===== src/dmac_defs.svh =====
// Register offsets, field positions, reset values and descriptor layout for the DMA channel
`ifndef DMAC_DEFS_SVH
`define DMAC_DEFS_SVH
`define DMAC_OFF_DST_UPPER 12'h000
`define DMAC_OFF_DST_HIGH 12'h004
`define DMAC_OFF_DST_LOW 12'h008
`define DMAC_OFF_SRC_UPPER 12'h00c
`define DMAC_OFF_SRC_HIGH 12'h010
`define DMAC_OFF_SRC_LOW 12'h014
`define DMAC_OFF_LIST_UPPER 12'h018
`define DMAC_OFF_LIST_HIGH 12'h01c
`define DMAC_OFF_LIST_LOW 12'h020
`define DMAC_OFF_REQUEST_SOURCE 12'h024
`define DMAC_OFF_CONTROL 12'h028
`define DMAC_OFF_COUNT 12'h02c
`define DMAC_OFF_PROC_CTL 12'h030
`define DMAC_BYTE_RESET 8'h00
`define DMAC_HALF_RESET 16'h0000
`define DMAC_PTR_RESET 24'h000000
`define DMAC_BW_RESET 2'h3
`define DMAC_CTL_EN 15
`define DMAC_CTL_KEEP 14
`define DMAC_CTL_WIDTH_HI 13
`define DMAC_CTL_WIDTH_LO 12
`define DMAC_CTL_DST_HI 11
`define DMAC_CTL_DST_LO 10
`define DMAC_CTL_SRC_HI 9
`define DMAC_CTL_SRC_LO 8
`define DMAC_CTL_IRQ_EN 7
`define DMAC_CTL_FOLLOW 6
`define DMAC_CTL_HALT 4
`define DMAC_STEP_FIXED 2'h0
`define DMAC_STEP_INC 2'h1
`define DMAC_STEP_DEC 2'h2
`define DMAC_WIDTH_BYTE 2'h0
`define DMAC_WIDTH_HALF 2'h1
`define DMAC_INC_BYTE 24'h000001
`define DMAC_INC_HALF 24'h000002
`define DMAC_INC_WORD 24'h000004
`define DMAC_DESC_SIZE 24'h000010
`define DMAC_DESC_CTL 24'h000000
`define DMAC_DESC_CNT 24'h000002
`define DMAC_DESC_DST 24'h000004
`define DMAC_DESC_SRC 24'h000008
`define DMAC_DESC_LINK 24'h00000c
`define DMAC_DESC_LAST 2'h3
`endif


===== src/dmac_pkg.sv =====
// Types shared by the DMA channel
package dmac_pkg;
  typedef enum logic [3:0] {
    DMAC_IDLE = 4'b0000,
    DMAC_FETCH = 4'b0001,
    DMAC_WAIT_REQ = 4'b0010,
    DMAC_READ = 4'b0011,
    DMAC_WRITE = 4'b0100,
    DMAC_THROTTLE = 4'b0101
  } dmac_state_t;

  typedef struct packed {
    logic req;
    logic we;
    logic [23:0] addr;
    logic [1:0] size;
    logic [31:0] wdata;
  } dmac_bus_req_t;

  typedef struct packed {
    logic ack;
    logic [31:0] rdata;
  } dmac_bus_rsp_t;
endpackage


===== src/dmac_channel.sv =====
// One DMA channel: APB registers, pointer stepping, descriptor fetch and bus sequencing
// Functional notes
// RULE_01: Destination pointer holds, increments or decrements per transfer by its step field.
// RULE_02: Pointer step is 1, 2 or 4 bytes by transfer width.
// RULE_03: Source pointer holds, increments or decrements per transfer by its step field.
// RULE_04: Each 24-bit pointer is three RW byte registers cleared at reset.
// RULE_05: List pointer fetches descriptors only in list mode; upper byte is watermark otherwise.
// RULE_06: Request source is the RW field bits 3:0 of request select.
// RULE_07: Channel state reads in bits 7:4 of request select, zero at reset.
// RULE_08: Watermark compare enabled only when nonzero, against low byte of decremented count.
// RULE_09: Watermark interrupt when irq enable, high count zero, low count equals watermark.
// RULE_10: Four bandwidth levels: all cycles, one per one, two or three operations.
// RULE_11: Direct mode: software loads registers and sets the enable bit.
// RULE_12: List mode: software builds descriptors then writes first descriptor address.
// RULE_13: On list start the descriptor loads control and pointers, list pointer untouched.
// RULE_14: After a descriptor completes, the next descriptor is fetched and transfers continue; the code stops instead if its halt bit is set.
// RULE_15: Software aligns each 16-byte descriptor on a 16-byte boundary.
// RULE_16: Descriptor: control at 0, count at 2, dest at 4, source at 8, link at C.
// RULE_17: Software reserves buffer memory before enabling the channel.
// RULE_18: Count drops by one per transfer; at zero stop or load next descriptor.
// RULE_19: Follow-link uses descriptor link; otherwise list pointer advances by 16.
// RULE_20: Writing the list pointer starts list-mode operation.
// RULE_21: Keep bit set means no descriptor write-back when a buffer closes.
// RULE_22: Descriptor words are read in ascending order, subject to bandwidth sharing.
//
// The register addresses and the APB interface to the registers were left to the implementer.
`timescale 1ns/1ps
`include "dmac_defs.svh"

module dmac_channel
  import dmac_pkg::*;
(
  input wire logic core_clk,
  input wire logic resetn,
  input wire logic psel,
  input wire logic penable,
  input wire logic pwrite,
  input wire logic [11:0] paddr,
  input wire logic [31:0] pwdata,
  output logic [31:0] prdata,
  output logic pready,
  output logic pslverr,
  input wire logic [15:0] periph_req,
  input wire logic cpu_op_done,
  output dmac_bus_req_t bus_req,
  input wire dmac_bus_rsp_t bus_rsp,
  output logic watermark_irq,
  output logic buffer_end_irq
);

  logic [7:0] dst_upper, dst_high, dst_low;
  logic [7:0] src_upper, src_high, src_low;
  logic [7:0] list_upper, list_high, list_low;
  logic [3:0] request_source;
  logic [15:0] channel_control;
  logic [15:0] transfer_count;
  logic [1:0] bandwidth_level;
  logic list_mode;
  dmac_state_t state;
  logic [1:0] fetch_idx;
  logic [1:0] ops_seen;
  logic [31:0] data_hold;

  wire logic [23:0] destination_pointer = {dst_upper, dst_high, dst_low};
  wire logic [23:0] source_pointer = {src_upper, src_high, src_low};
  wire logic [23:0] list_pointer = {list_upper, list_high, list_low};
  wire logic [7:0] watermark_byte = list_upper; // RULE_05
  wire logic [1:0] transfer_width =
    channel_control[`DMAC_CTL_WIDTH_HI:`DMAC_CTL_WIDTH_LO];
  wire logic [1:0] destination_step_control =
    channel_control[`DMAC_CTL_DST_HI:`DMAC_CTL_DST_LO];
  wire logic [1:0] source_step_control =
    channel_control[`DMAC_CTL_SRC_HI:`DMAC_CTL_SRC_LO];
  wire logic buffer_end_irq_enable = channel_control[`DMAC_CTL_IRQ_EN];
  wire logic follow_list_link = channel_control[`DMAC_CTL_FOLLOW];

  wire logic apb_access = psel && penable;
  wire logic apb_write = apb_access && pwrite;
  wire logic bus_done = bus_rsp.ack && bus_req.req;
  wire logic xfer_done = (state == DMAC_WRITE) && bus_done;
  wire logic fetch_done = (state == DMAC_FETCH) && bus_done;
  wire logic last_word = fetch_done && (fetch_idx == `DMAC_DESC_LAST);
  wire logic [15:0] next_count = transfer_count - 16'h0001; // RULE_18
  wire logic count_end = xfer_done && (next_count == `DMAC_HALF_RESET);
  wire logic list_write = apb_write && (paddr == `DMAC_OFF_LIST_LOW);
  wire logic [3:0] channel_state = state;

  // ----------------------------------------------------------------
  // Pointer stepping
  // ----------------------------------------------------------------
  logic [23:0] step_size;
  always_comb begin
    unique case (transfer_width) // RULE_02
      `DMAC_WIDTH_BYTE: step_size = `DMAC_INC_BYTE;
      `DMAC_WIDTH_HALF: step_size = `DMAC_INC_HALF;
      default: step_size = `DMAC_INC_WORD;
    endcase
  end

  function automatic logic [23:0] step_ptr(input logic [23:0] p, input logic [1:0] ctl,
                                           input logic [23:0] s);
    unique case (ctl)
      `DMAC_STEP_INC: step_ptr = p + s;
      `DMAC_STEP_DEC: step_ptr = p - s;
      default: step_ptr = p;
    endcase
  endfunction

  wire logic [23:0] next_dst = step_ptr(destination_pointer, destination_step_control,
                                        step_size); // RULE_01
  wire logic [23:0] next_src = step_ptr(source_pointer, source_step_control,
                                        step_size); // RULE_03

  // ----------------------------------------------------------------
  // Descriptor word decode
  // ----------------------------------------------------------------
  // Each fetch is a 32-bit read; the first word packs control (low half) and count (high half).
  logic [23:0] fetch_addr;
  always_comb begin
    unique case (fetch_idx) // RULE_16
      2'h0: fetch_addr = list_pointer + `DMAC_DESC_CTL;
      2'h1: fetch_addr = list_pointer + `DMAC_DESC_DST;
      2'h2: fetch_addr = list_pointer + `DMAC_DESC_SRC;
      default: fetch_addr = list_pointer + `DMAC_DESC_LINK;
    endcase
  end

  // ----------------------------------------------------------------
  // Pointer registers
  // ----------------------------------------------------------------
  always_ff @(posedge core_clk or negedge resetn) begin
    if (!resetn) begin
      {dst_upper, dst_high, dst_low} <= `DMAC_PTR_RESET; // RULE_04
    end else if (fetch_done && fetch_idx == 2'h1) begin
      {dst_upper, dst_high, dst_low} <= bus_rsp.rdata[23:0]; // RULE_13
    end else if (xfer_done) begin
      {dst_upper, dst_high, dst_low} <= next_dst; // RULE_01
    end else if (apb_write) begin
      if (paddr == `DMAC_OFF_DST_UPPER) dst_upper <= pwdata[7:0];
      if (paddr == `DMAC_OFF_DST_HIGH) dst_high <= pwdata[7:0];
      if (paddr == `DMAC_OFF_DST_LOW) dst_low <= pwdata[7:0];
    end
  end

  always_ff @(posedge core_clk or negedge resetn) begin
    if (!resetn) begin
      {src_upper, src_high, src_low} <= `DMAC_PTR_RESET; // RULE_04
    end else if (fetch_done && fetch_idx == 2'h2) begin
      {src_upper, src_high, src_low} <= bus_rsp.rdata[23:0]; // RULE_13
    end else if (xfer_done) begin
      {src_upper, src_high, src_low} <= next_src; // RULE_03
    end else if (apb_write) begin
      if (paddr == `DMAC_OFF_SRC_UPPER) src_upper <= pwdata[7:0];
      if (paddr == `DMAC_OFF_SRC_HIGH) src_high <= pwdata[7:0];
      if (paddr == `DMAC_OFF_SRC_LOW) src_low <= pwdata[7:0];
    end
  end

  // The link word is held aside so the list pointer stays put while a descriptor is loading.
  logic [23:0] link_hold;
  always_ff @(posedge core_clk or negedge resetn) begin
    if (!resetn) begin
      link_hold <= `DMAC_PTR_RESET;
    end else if (last_word) begin
      link_hold <= bus_rsp.rdata[23:0];
    end
  end

  always_ff @(posedge core_clk or negedge resetn) begin
    if (!resetn) begin
      {list_upper, list_high, list_low} <= `DMAC_PTR_RESET; // RULE_04
    end else if (count_end && list_mode && !channel_control[`DMAC_CTL_HALT]) begin
      if (follow_list_link) begin
        {list_upper, list_high, list_low} <= link_hold; // RULE_19
      end else begin
        {list_upper, list_high, list_low} <= list_pointer + `DMAC_DESC_SIZE; // RULE_19
      end
    end else if (apb_write) begin
      if (paddr == `DMAC_OFF_LIST_UPPER) list_upper <= pwdata[7:0];
      if (paddr == `DMAC_OFF_LIST_HIGH) list_high <= pwdata[7:0];
      if (paddr == `DMAC_OFF_LIST_LOW) list_low <= pwdata[7:0];
    end
  end

  // ----------------------------------------------------------------
  // Control, count, request select, bandwidth
  // ----------------------------------------------------------------
  always_ff @(posedge core_clk or negedge resetn) begin
    if (!resetn) begin
      channel_control <= `DMAC_HALF_RESET;
    end else if (fetch_done && fetch_idx == 2'h0) begin
      channel_control <= bus_rsp.rdata[15:0]; // RULE_13
    end else if (count_end && (!list_mode || channel_control[`DMAC_CTL_HALT])) begin
      channel_control[`DMAC_CTL_EN] <= 1'b0; // RULE_18
    end else if (apb_write && paddr == `DMAC_OFF_CONTROL) begin
      channel_control <= pwdata[15:0]; // RULE_11
    end
  end

  always_ff @(posedge core_clk or negedge resetn) begin
    if (!resetn) begin
      transfer_count <= `DMAC_HALF_RESET;
    end else if (fetch_done && fetch_idx == 2'h0) begin
      transfer_count <= bus_rsp.rdata[31:16]; // RULE_16
    end else if (xfer_done) begin
      transfer_count <= next_count; // RULE_18
    end else if (apb_write && paddr == `DMAC_OFF_COUNT) begin
      transfer_count <= pwdata[15:0];
    end
  end

  always_ff @(posedge core_clk or negedge resetn) begin
    if (!resetn) begin
      request_source <= 4'h0;
      bandwidth_level <= `DMAC_BW_RESET;
    end else if (apb_write) begin
      if (paddr == `DMAC_OFF_REQUEST_SOURCE) request_source <= pwdata[3:0]; // RULE_06
      if (paddr == `DMAC_OFF_PROC_CTL) bandwidth_level <= pwdata[1:0];
    end
  end

  // Mode latches on whichever start happens; the list pointer write wins a tie.
  always_ff @(posedge core_clk or negedge resetn) begin
    if (!resetn) begin
      list_mode <= 1'b0;
    end else if (state == DMAC_IDLE && list_write) begin
      list_mode <= 1'b1; // RULE_20
    end else if (state == DMAC_IDLE && apb_write && paddr == `DMAC_OFF_CONTROL) begin
      list_mode <= 1'b0;
    end
  end

  // ----------------------------------------------------------------
  // Sequencer
  // ----------------------------------------------------------------
  wire logic request_seen = periph_req[request_source];
  wire logic throttle_free = (bandwidth_level == 2'h0) || (ops_seen >= bandwidth_level);

  always_ff @(posedge core_clk or negedge resetn) begin
    if (!resetn) begin
      state <= DMAC_IDLE;
      fetch_idx <= 2'h0;
    end else begin
      unique case (state)
        DMAC_IDLE: begin
          if (list_write) begin
            state <= DMAC_FETCH; // RULE_20
            fetch_idx <= 2'h0;
          end else if (apb_write && paddr == `DMAC_OFF_CONTROL && pwdata[`DMAC_CTL_EN]) begin
            state <= DMAC_WAIT_REQ; // RULE_11
          end
        end
        DMAC_FETCH: begin
          if (fetch_done) begin
            fetch_idx <= fetch_idx + 2'h1; // RULE_22
            if (last_word) state <= DMAC_WAIT_REQ;
          end
        end
        DMAC_WAIT_REQ: begin
          if (request_seen && throttle_free) state <= DMAC_READ;
        end
        DMAC_READ: begin
          if (bus_done) state <= DMAC_WRITE;
        end
        DMAC_WRITE: begin
          if (count_end) begin
            if (list_mode && !channel_control[`DMAC_CTL_HALT]) begin
              state <= DMAC_THROTTLE; // RULE_14
              fetch_idx <= 2'h0;
            end else begin
              state <= DMAC_IDLE;
            end
          end else if (bus_done) begin
            state <= DMAC_WAIT_REQ;
          end
        end
        DMAC_THROTTLE: begin
          if (throttle_free) state <= DMAC_FETCH; // RULE_22
        end
        default: state <= DMAC_IDLE;
      endcase
    end
  end

  // Counts processor operations since the last completed transfer write, holding at three.
  always_ff @(posedge core_clk or negedge resetn) begin
    if (!resetn) begin
      ops_seen <= 2'h0;
    end else if (xfer_done) begin
      ops_seen <= 2'h0; // RULE_10
    end else if (cpu_op_done && ops_seen != 2'h3) begin
      ops_seen <= ops_seen + 2'h1; // RULE_10
    end
  end

  always_ff @(posedge core_clk or negedge resetn) begin
    if (!resetn) begin
      data_hold <= 32'h00000000;
    end else if (state == DMAC_READ && bus_done) begin
      data_hold <= bus_rsp.rdata;
    end
  end

  always_comb begin
    bus_req = '0;
    bus_req.req = (state == DMAC_FETCH) || (state == DMAC_READ) || (state == DMAC_WRITE);
    bus_req.we = (state == DMAC_WRITE);
    bus_req.size = (state == DMAC_FETCH) ? 2'h2 : transfer_width;
    bus_req.wdata = data_hold;
    unique case (state)
      DMAC_FETCH: bus_req.addr = fetch_addr;
      DMAC_WRITE: bus_req.addr = destination_pointer;
      default: bus_req.addr = source_pointer;
    endcase
  end

  // ----------------------------------------------------------------
  // Interrupt pulses
  // ----------------------------------------------------------------
  // The keep-descriptor bit has no effect here because this channel never writes back.
  always_ff @(posedge core_clk or negedge resetn) begin
    if (!resetn) begin
      watermark_irq <= 1'b0;
      buffer_end_irq <= 1'b0;
    end else begin
      watermark_irq <= xfer_done && !list_mode && (watermark_byte != 8'h00) && // RULE_08
                       buffer_end_irq_enable && (next_count[15:8] == 8'h00) &&
                       (next_count[7:0] == watermark_byte); // RULE_09
      buffer_end_irq <= count_end && buffer_end_irq_enable; // RULE_21
    end
  end

  // ----------------------------------------------------------------
  // APB read side
  // ----------------------------------------------------------------
  assign pready = 1'b1;
  always_comb begin
    pslverr = 1'b0;
    prdata = 32'h00000000;
    unique case (paddr)
      `DMAC_OFF_DST_UPPER: prdata[7:0] = dst_upper;
      `DMAC_OFF_DST_HIGH: prdata[7:0] = dst_high;
      `DMAC_OFF_DST_LOW: prdata[7:0] = dst_low;
      `DMAC_OFF_SRC_UPPER: prdata[7:0] = src_upper;
      `DMAC_OFF_SRC_HIGH: prdata[7:0] = src_high;
      `DMAC_OFF_SRC_LOW: prdata[7:0] = src_low;
      `DMAC_OFF_LIST_UPPER: prdata[7:0] = list_upper;
      `DMAC_OFF_LIST_HIGH: prdata[7:0] = list_high;
      `DMAC_OFF_LIST_LOW: prdata[7:0] = list_low;
      `DMAC_OFF_REQUEST_SOURCE: prdata[7:0] = {channel_state, request_source}; // RULE_07
      `DMAC_OFF_CONTROL: prdata[15:0] = channel_control;
      `DMAC_OFF_COUNT: prdata[15:0] = transfer_count;
      `DMAC_OFF_PROC_CTL: prdata[1:0] = bandwidth_level;
      default: pslverr = apb_access;
    endcase
  end

endmodule


===== config.mk =====
export PLATFORM = sky130hd
export DESIGN_NAME = dmac_channel
export DESIGN_NICKNAME = d
export VERILOG_FILES = /design/src/dmac_pkg.sv /design/src/dmac_channel.sv
export VERILOG_INCLUDE_DIRS = /design/src /design/src/src
export SDC_FILE = /design/constraint.sdc
export NUM_CORES = 1
export LEC_CHECK = 0
export BUFFER_PORTS_ARGS = -buffer_cell sky130_fd_sc_hd__buf_2
export CAP_MARGIN = 20
export CORE_MARGIN = 2
export CORE_UTILIZATION = 50
export CTS_CLUSTER_SIZE = 12
export DETAILED_ROUTE_END_ITERATION = 10
export PLACE_DENSITY = 0.81
export SYNTH_ARGS = -nofsm -noshare
export SYNTH_HDL_FRONTEND = slang
export SYNTH_SLANG_ARGS = --single-unit

===== constraint.sdc =====
create_clock -name core_clk -period 3.9 [get_ports core_clk]
set_clock_uncertainty 0.05 [all_clocks]
set_input_delay 0.195 -clock core_clk [delete_from_list [all_inputs] [get_ports core_clk]]
set_output_delay 0.195 -clock core_clk [all_outputs]
set_load 0.05 [all_outputs]

# [Word level (Yosys, flattened, before mapping)]
# Cells that the tools add are included.
[totals] wordCells=227 in_bits=99 reg_bits=177 output_inout_bits=96
[op_classes] muxes=75 reduce_logical=77 eq_ne=40 order_cmp=2 addsub=11
[op_table] op="$mux W8" count=36
[op_table] op="$pmux W24 S2" count=3
[op_table] op="$mux W16" count=5
[op_table] op="$pmux W24 S3" count=1
[op_table] op="$pmux W6 S12" count=1
[op_table] op="$eq A12 B6 Y1 const B" count=5
[op_table] op="$add A24 B24 Y24" count=2
[op_table] op="$add A24 B4 Y24 const B" count=2
[op_table] op="$eq A12 B5 Y1 const B" count=4
[op_table] op="$sub A24 B24 Y24" count=2
[op_table] op="$mux W4" count=9
[op_table] op="$reduce_bool A3 Y1" count=11
[op_table] op="$logic_and A1 B1 Y1" count=30
[op_table] op="$pmux W2 S13" count=1
[op_table] op="$add A24 B3 Y24 const B" count=1
[op_table] op="$add A24 B5 Y24 const B" count=1
[op_table] op="$eq A12 B4 Y1 const B" count=2
[op_table] op="$pmux W4 S6" count=1
[op_table] op="$reduce_and A3 Y1" count=6
[op_table] op="$logic_not A16 Y1" count=1
[op_table] op="$ne A2 B2 Y1 const B" count=8
[op_table] op="$pmux W8 S2" count=1
[op_table] op="$sub A16 B1 Y16 const B" count=1
[op_table] op="$mux W15" count=1
[op_table] op="32 further kinds" count=70

# [Depth between registers and ports, before layout]
[depth] ltp_word=10 depth_mapped=15 mapped_depth_nobuf=14

# [Worst setup path before layout]
# OpenSTA, ideal clock, no wires.
[synth_path] kind="register to output" startpoint="register fetch_idx[1]" endpoint="output port bus_req[51] in the netlist's numbering" required_ns=3.655 arrival_time_ns=3.049 setup_slack_ns=0.606 path_buffers=0 path_stages_with_launch=13 path_cell_list="dfrtp_1 > inv_1 > ha_1 > inv_1 > ha_1 > a21o_1 > nand3_1 > o21ai_0 > nand3_1 > nor2_1 > a21o_1 > nand2_1 > o21ai_0"
[synth_lines] item="start: declaration" line_no="dmac_channel.sv:60" text="logic [1:0] fetch_idx;"
[synth_lines] item="start signal: assignment" line_no="dmac_channel.sv:255" text="fetch_idx <= fetch_idx + 2'h1;"
[synth_lines] item="end: declaration" line_no="dmac_channel.sv:45" text="output dmac_bus_req_t bus_req,"

==> flow_summary.toml <==
[run_status]
status = "completed"

[critical_path]
reg2reg_slack_ns = 0.23
cp-end-kind = "output pin"
crit_chain = "inv_1 -> ha_1 -> inv_1 -> ha_1 -> a21o_1 -> nand3_1 -> o21ai_0 -> buf_4 -> nand3_1 -> buf_4 -> or3_1 -> a21oi_1 -> a221o_1 -> buf_2"
r2r_end = "src_upper[1]"
r2r_cells = 12
critPathMaxStageDelay_ns = 0.41
r2r-start = "channel_control[13]"
path_class = "reg2out"
worst_ep_arrival_time_ns = 3.58
worstPathRequired_ns = 3.65
cp-start-kind = "flop"
slowest_stage = "dfrtp_1"
cp_max_fo = 4

[timing]
report.final.setup_viol = 0
finalCritPeriodShare_pct = 98.1
fin_crit_ns = 3.83
worst_pin_slew_ns = 1.04
rsz0062_at_grt = "yes"
hold_violations = 0
slew_viol_final = 0
max_freq_ghz = 0.261
relSlewSlack_pct = 30.4

[placed_design]
port_buffers = 161
gp_congestion = 1.08
hpwlAfterDp_um = 39600
placedCellCount = 2023

[clocking]
insertion_delay_ns = 0.46
cts_tree = "built"
h-tree-depth = 4
path_clk_slew_ns = 0.08
cts-root-buf = "clkbuf_16"
clk_path_buf_depth = 2
numClockSinks = 176
cts_made_buffers = 17

[yosys]
async_flop_share_pct = 100
ys.flop_type = "dfrtp_1"
synth_area_mm2 = 0.0138
yosysSeqAreaShare_pct = 32.0
synth_cell_types = 82
ys_seq_elements = 176
synth_area_per_cell_um2 = 8.67
yosys_warnings = 0
synth_edf_count = 0
synthCells = 1586

[finish]
diodes = 0
final_cell_mix = "dfrtp_1, nand2_1, buf_2"
final_core_utilization_pct = 58.1
area_growth_pct = 13.8
layout_commonest_cell = "dfrtp_1"
final_nets = 1881
drive_gt1_share_pct = 20.5
final_cells = 2070

[routing]
wl_met2_um = 22700
drc = 0
drt-met1-wl_um = 20600
routed_via_density = 6.87
routed-via-count = 14200
drt_first_pass_iters = 8
highest_layer = "met4"
routed-wl-met3_um = 7700
route.antenna.remaining_nets = 0
drtIter0Drc = 2422
wirelength_um = 53600
wl_per_cell_um = 25.9

[global_route]
antenna_found_initial = 0
grt_pass1_wl_um = 80200
grt_max_degree = 80
track_usage_pct = 37.1
grt_overflow = 0
grt_pass1_vias = 13000

[min_path]
worstHoldStart = "pwdata[10]"
min_to = "channel_control[10]"
hold_class = "in2reg"
whs_path_depth = 3

[power]
power.internal_uw = 5970
power.density_mw_per_mm2 = 808
pwr-share-comb_pct = 58.0
p_switching_uw = 6680
peakVddDrop_mv = 0.600
power.share.clock_pct = 14.7
power.leakage_uw = 0.00698
sw_frac_of_total_pct = 52.8
seq_power_share_pct = 27.3

[floorplanning]
core_mm2 = 0.0270
dieArea_mm2 = 0.0289
io_pins = 195
die-height_um = 170
initial_core_util_pct = 51.0
die_w_um = 170
placementRows = 60

[run]
maxCapViolations = 0
## area by class of cell
class                      count  area (µm²)
inverter                      34         128
fill                        2345       11300
tap                          341         427
multi-input combinational   1265        8750
clock buffer                  17         425
clock inverter                15         186
sequential                   176        4410
timing repair buffer         222        1330
## worst max-delay path by stage
stage	startpoint	end	slack (ns)	cells after the start
final	fetch_idx[1]	bus_req[57]	0.07	14
after global routing	channel_control[13]	src_upper[5]	-0.006	12
after CTS	fetch_idx[1]	bus_req[49]	0.06	13
after detailed placement	channel_control[13]	dst_upper[1]	0.31	12
after global placement	channel_control[13]	src_upper[1]	0.39	12
after floorplan	fetch_idx[1]	bus_req[51]	0.61	12
## per-layer routing
metal  GRT usage (%)  vias to the layer above
met5               0                        -
met4            14.5                        0
met3            10.5                      189
met2            55.9                     1057
met1            50.8                     6836
li1                -                     6132
## critical path, delay by kind of cell, from the launching register on
kind                       cells  cell delay [ns]
buffers and inverters          5             0.82
AOI/OAI and AO/OA              4             0.77
adders and majority gates      2             0.57
and+or+nand+nor                3             0.56
DFF                            1             0.41
## flip-flops by register name, summed over array words and instances, names as in the netlist, 16 cells and up
signal	count
link_hold	24
data_hold	32
channel_control	16
transfer_count	16
## repair_timing
item	4_1_cts	5_1_grt
setup buffers	0	0
setup endpoints to repair	0	6
hold endpoints to repair	76	1
gates resized for setup	0	4
hold buffers	13	1
## kinds of logic (layout without fill, tap and decap cells)
family | count (synthesis) | count (layout) | synth area share (%)
AO/OA/AOI/OAI | 506 | 506 | 23.9
AND/OR/NAND/NOR | 476 | 476 | 16.6
flip-flops | 176 | 176 | 32.0
buffers and inverters | 160 | 288 | 5.08
multiplexers | 134 | 134 | 11.9
adder cells (fa/ha/maj) | 66 | 66 | 6.17
XOR/XNOR | 66 | 66 | 4.20
other | 2 | 17 | 0.0546
## per-stage QoR
step                cell area (µm²)  setup slack (ns)  hold WS [ns]  total power (µW)   TNS, ns
CTS                           15600            0.0629       0.00136             12400         0
global route                  15700          -0.00586        0.0228             13300  -0.00889
floorplan                     13800             0.606        -0.151              8450         0
finish                        15700            0.0742       0.00303             12600         0
global placement              14900             0.388         0.196             10300         0
detailed placement            14900             0.306         0.202             10500         0
## power groups by stage
stage          registers (µW)  clock network, µW  logic [µW]
2_1_floorplan            3560                  0        4900
3_3_place_gp             3360                  0        6930
3_5_place_dp             3400                  0        7110
4_1_cts                  3370               1840        7160
5_1_grt                  3490               1920        7850
6_report                 3450               1860        7340
## Yosys cell counts (30+ instances only)
master | instances | share of area [%]
inv_1 | 34 | 0.93
o21ai_0 | 98 | 3.6
o21ai_1 | 51 | 1.9
xor2_1 | 30 | 1.9
nor2_1 | 113 | 3.1
a21oi_1 | 107 | 3.9
nand2_1 | 167 | 4.6
clkbuf_1 | 90 | 2.5
xnor2_1 | 36 | 2.3
ha_1 | 63 | 5.7
nand3_1 | 36 | 1.3
mux2_2 | 66 | 5.4
dfrtp_1 | 174 | 32
mux2i_1 | 51 | 3.7
Note: power is estimated with default switching activity, not from simulation.
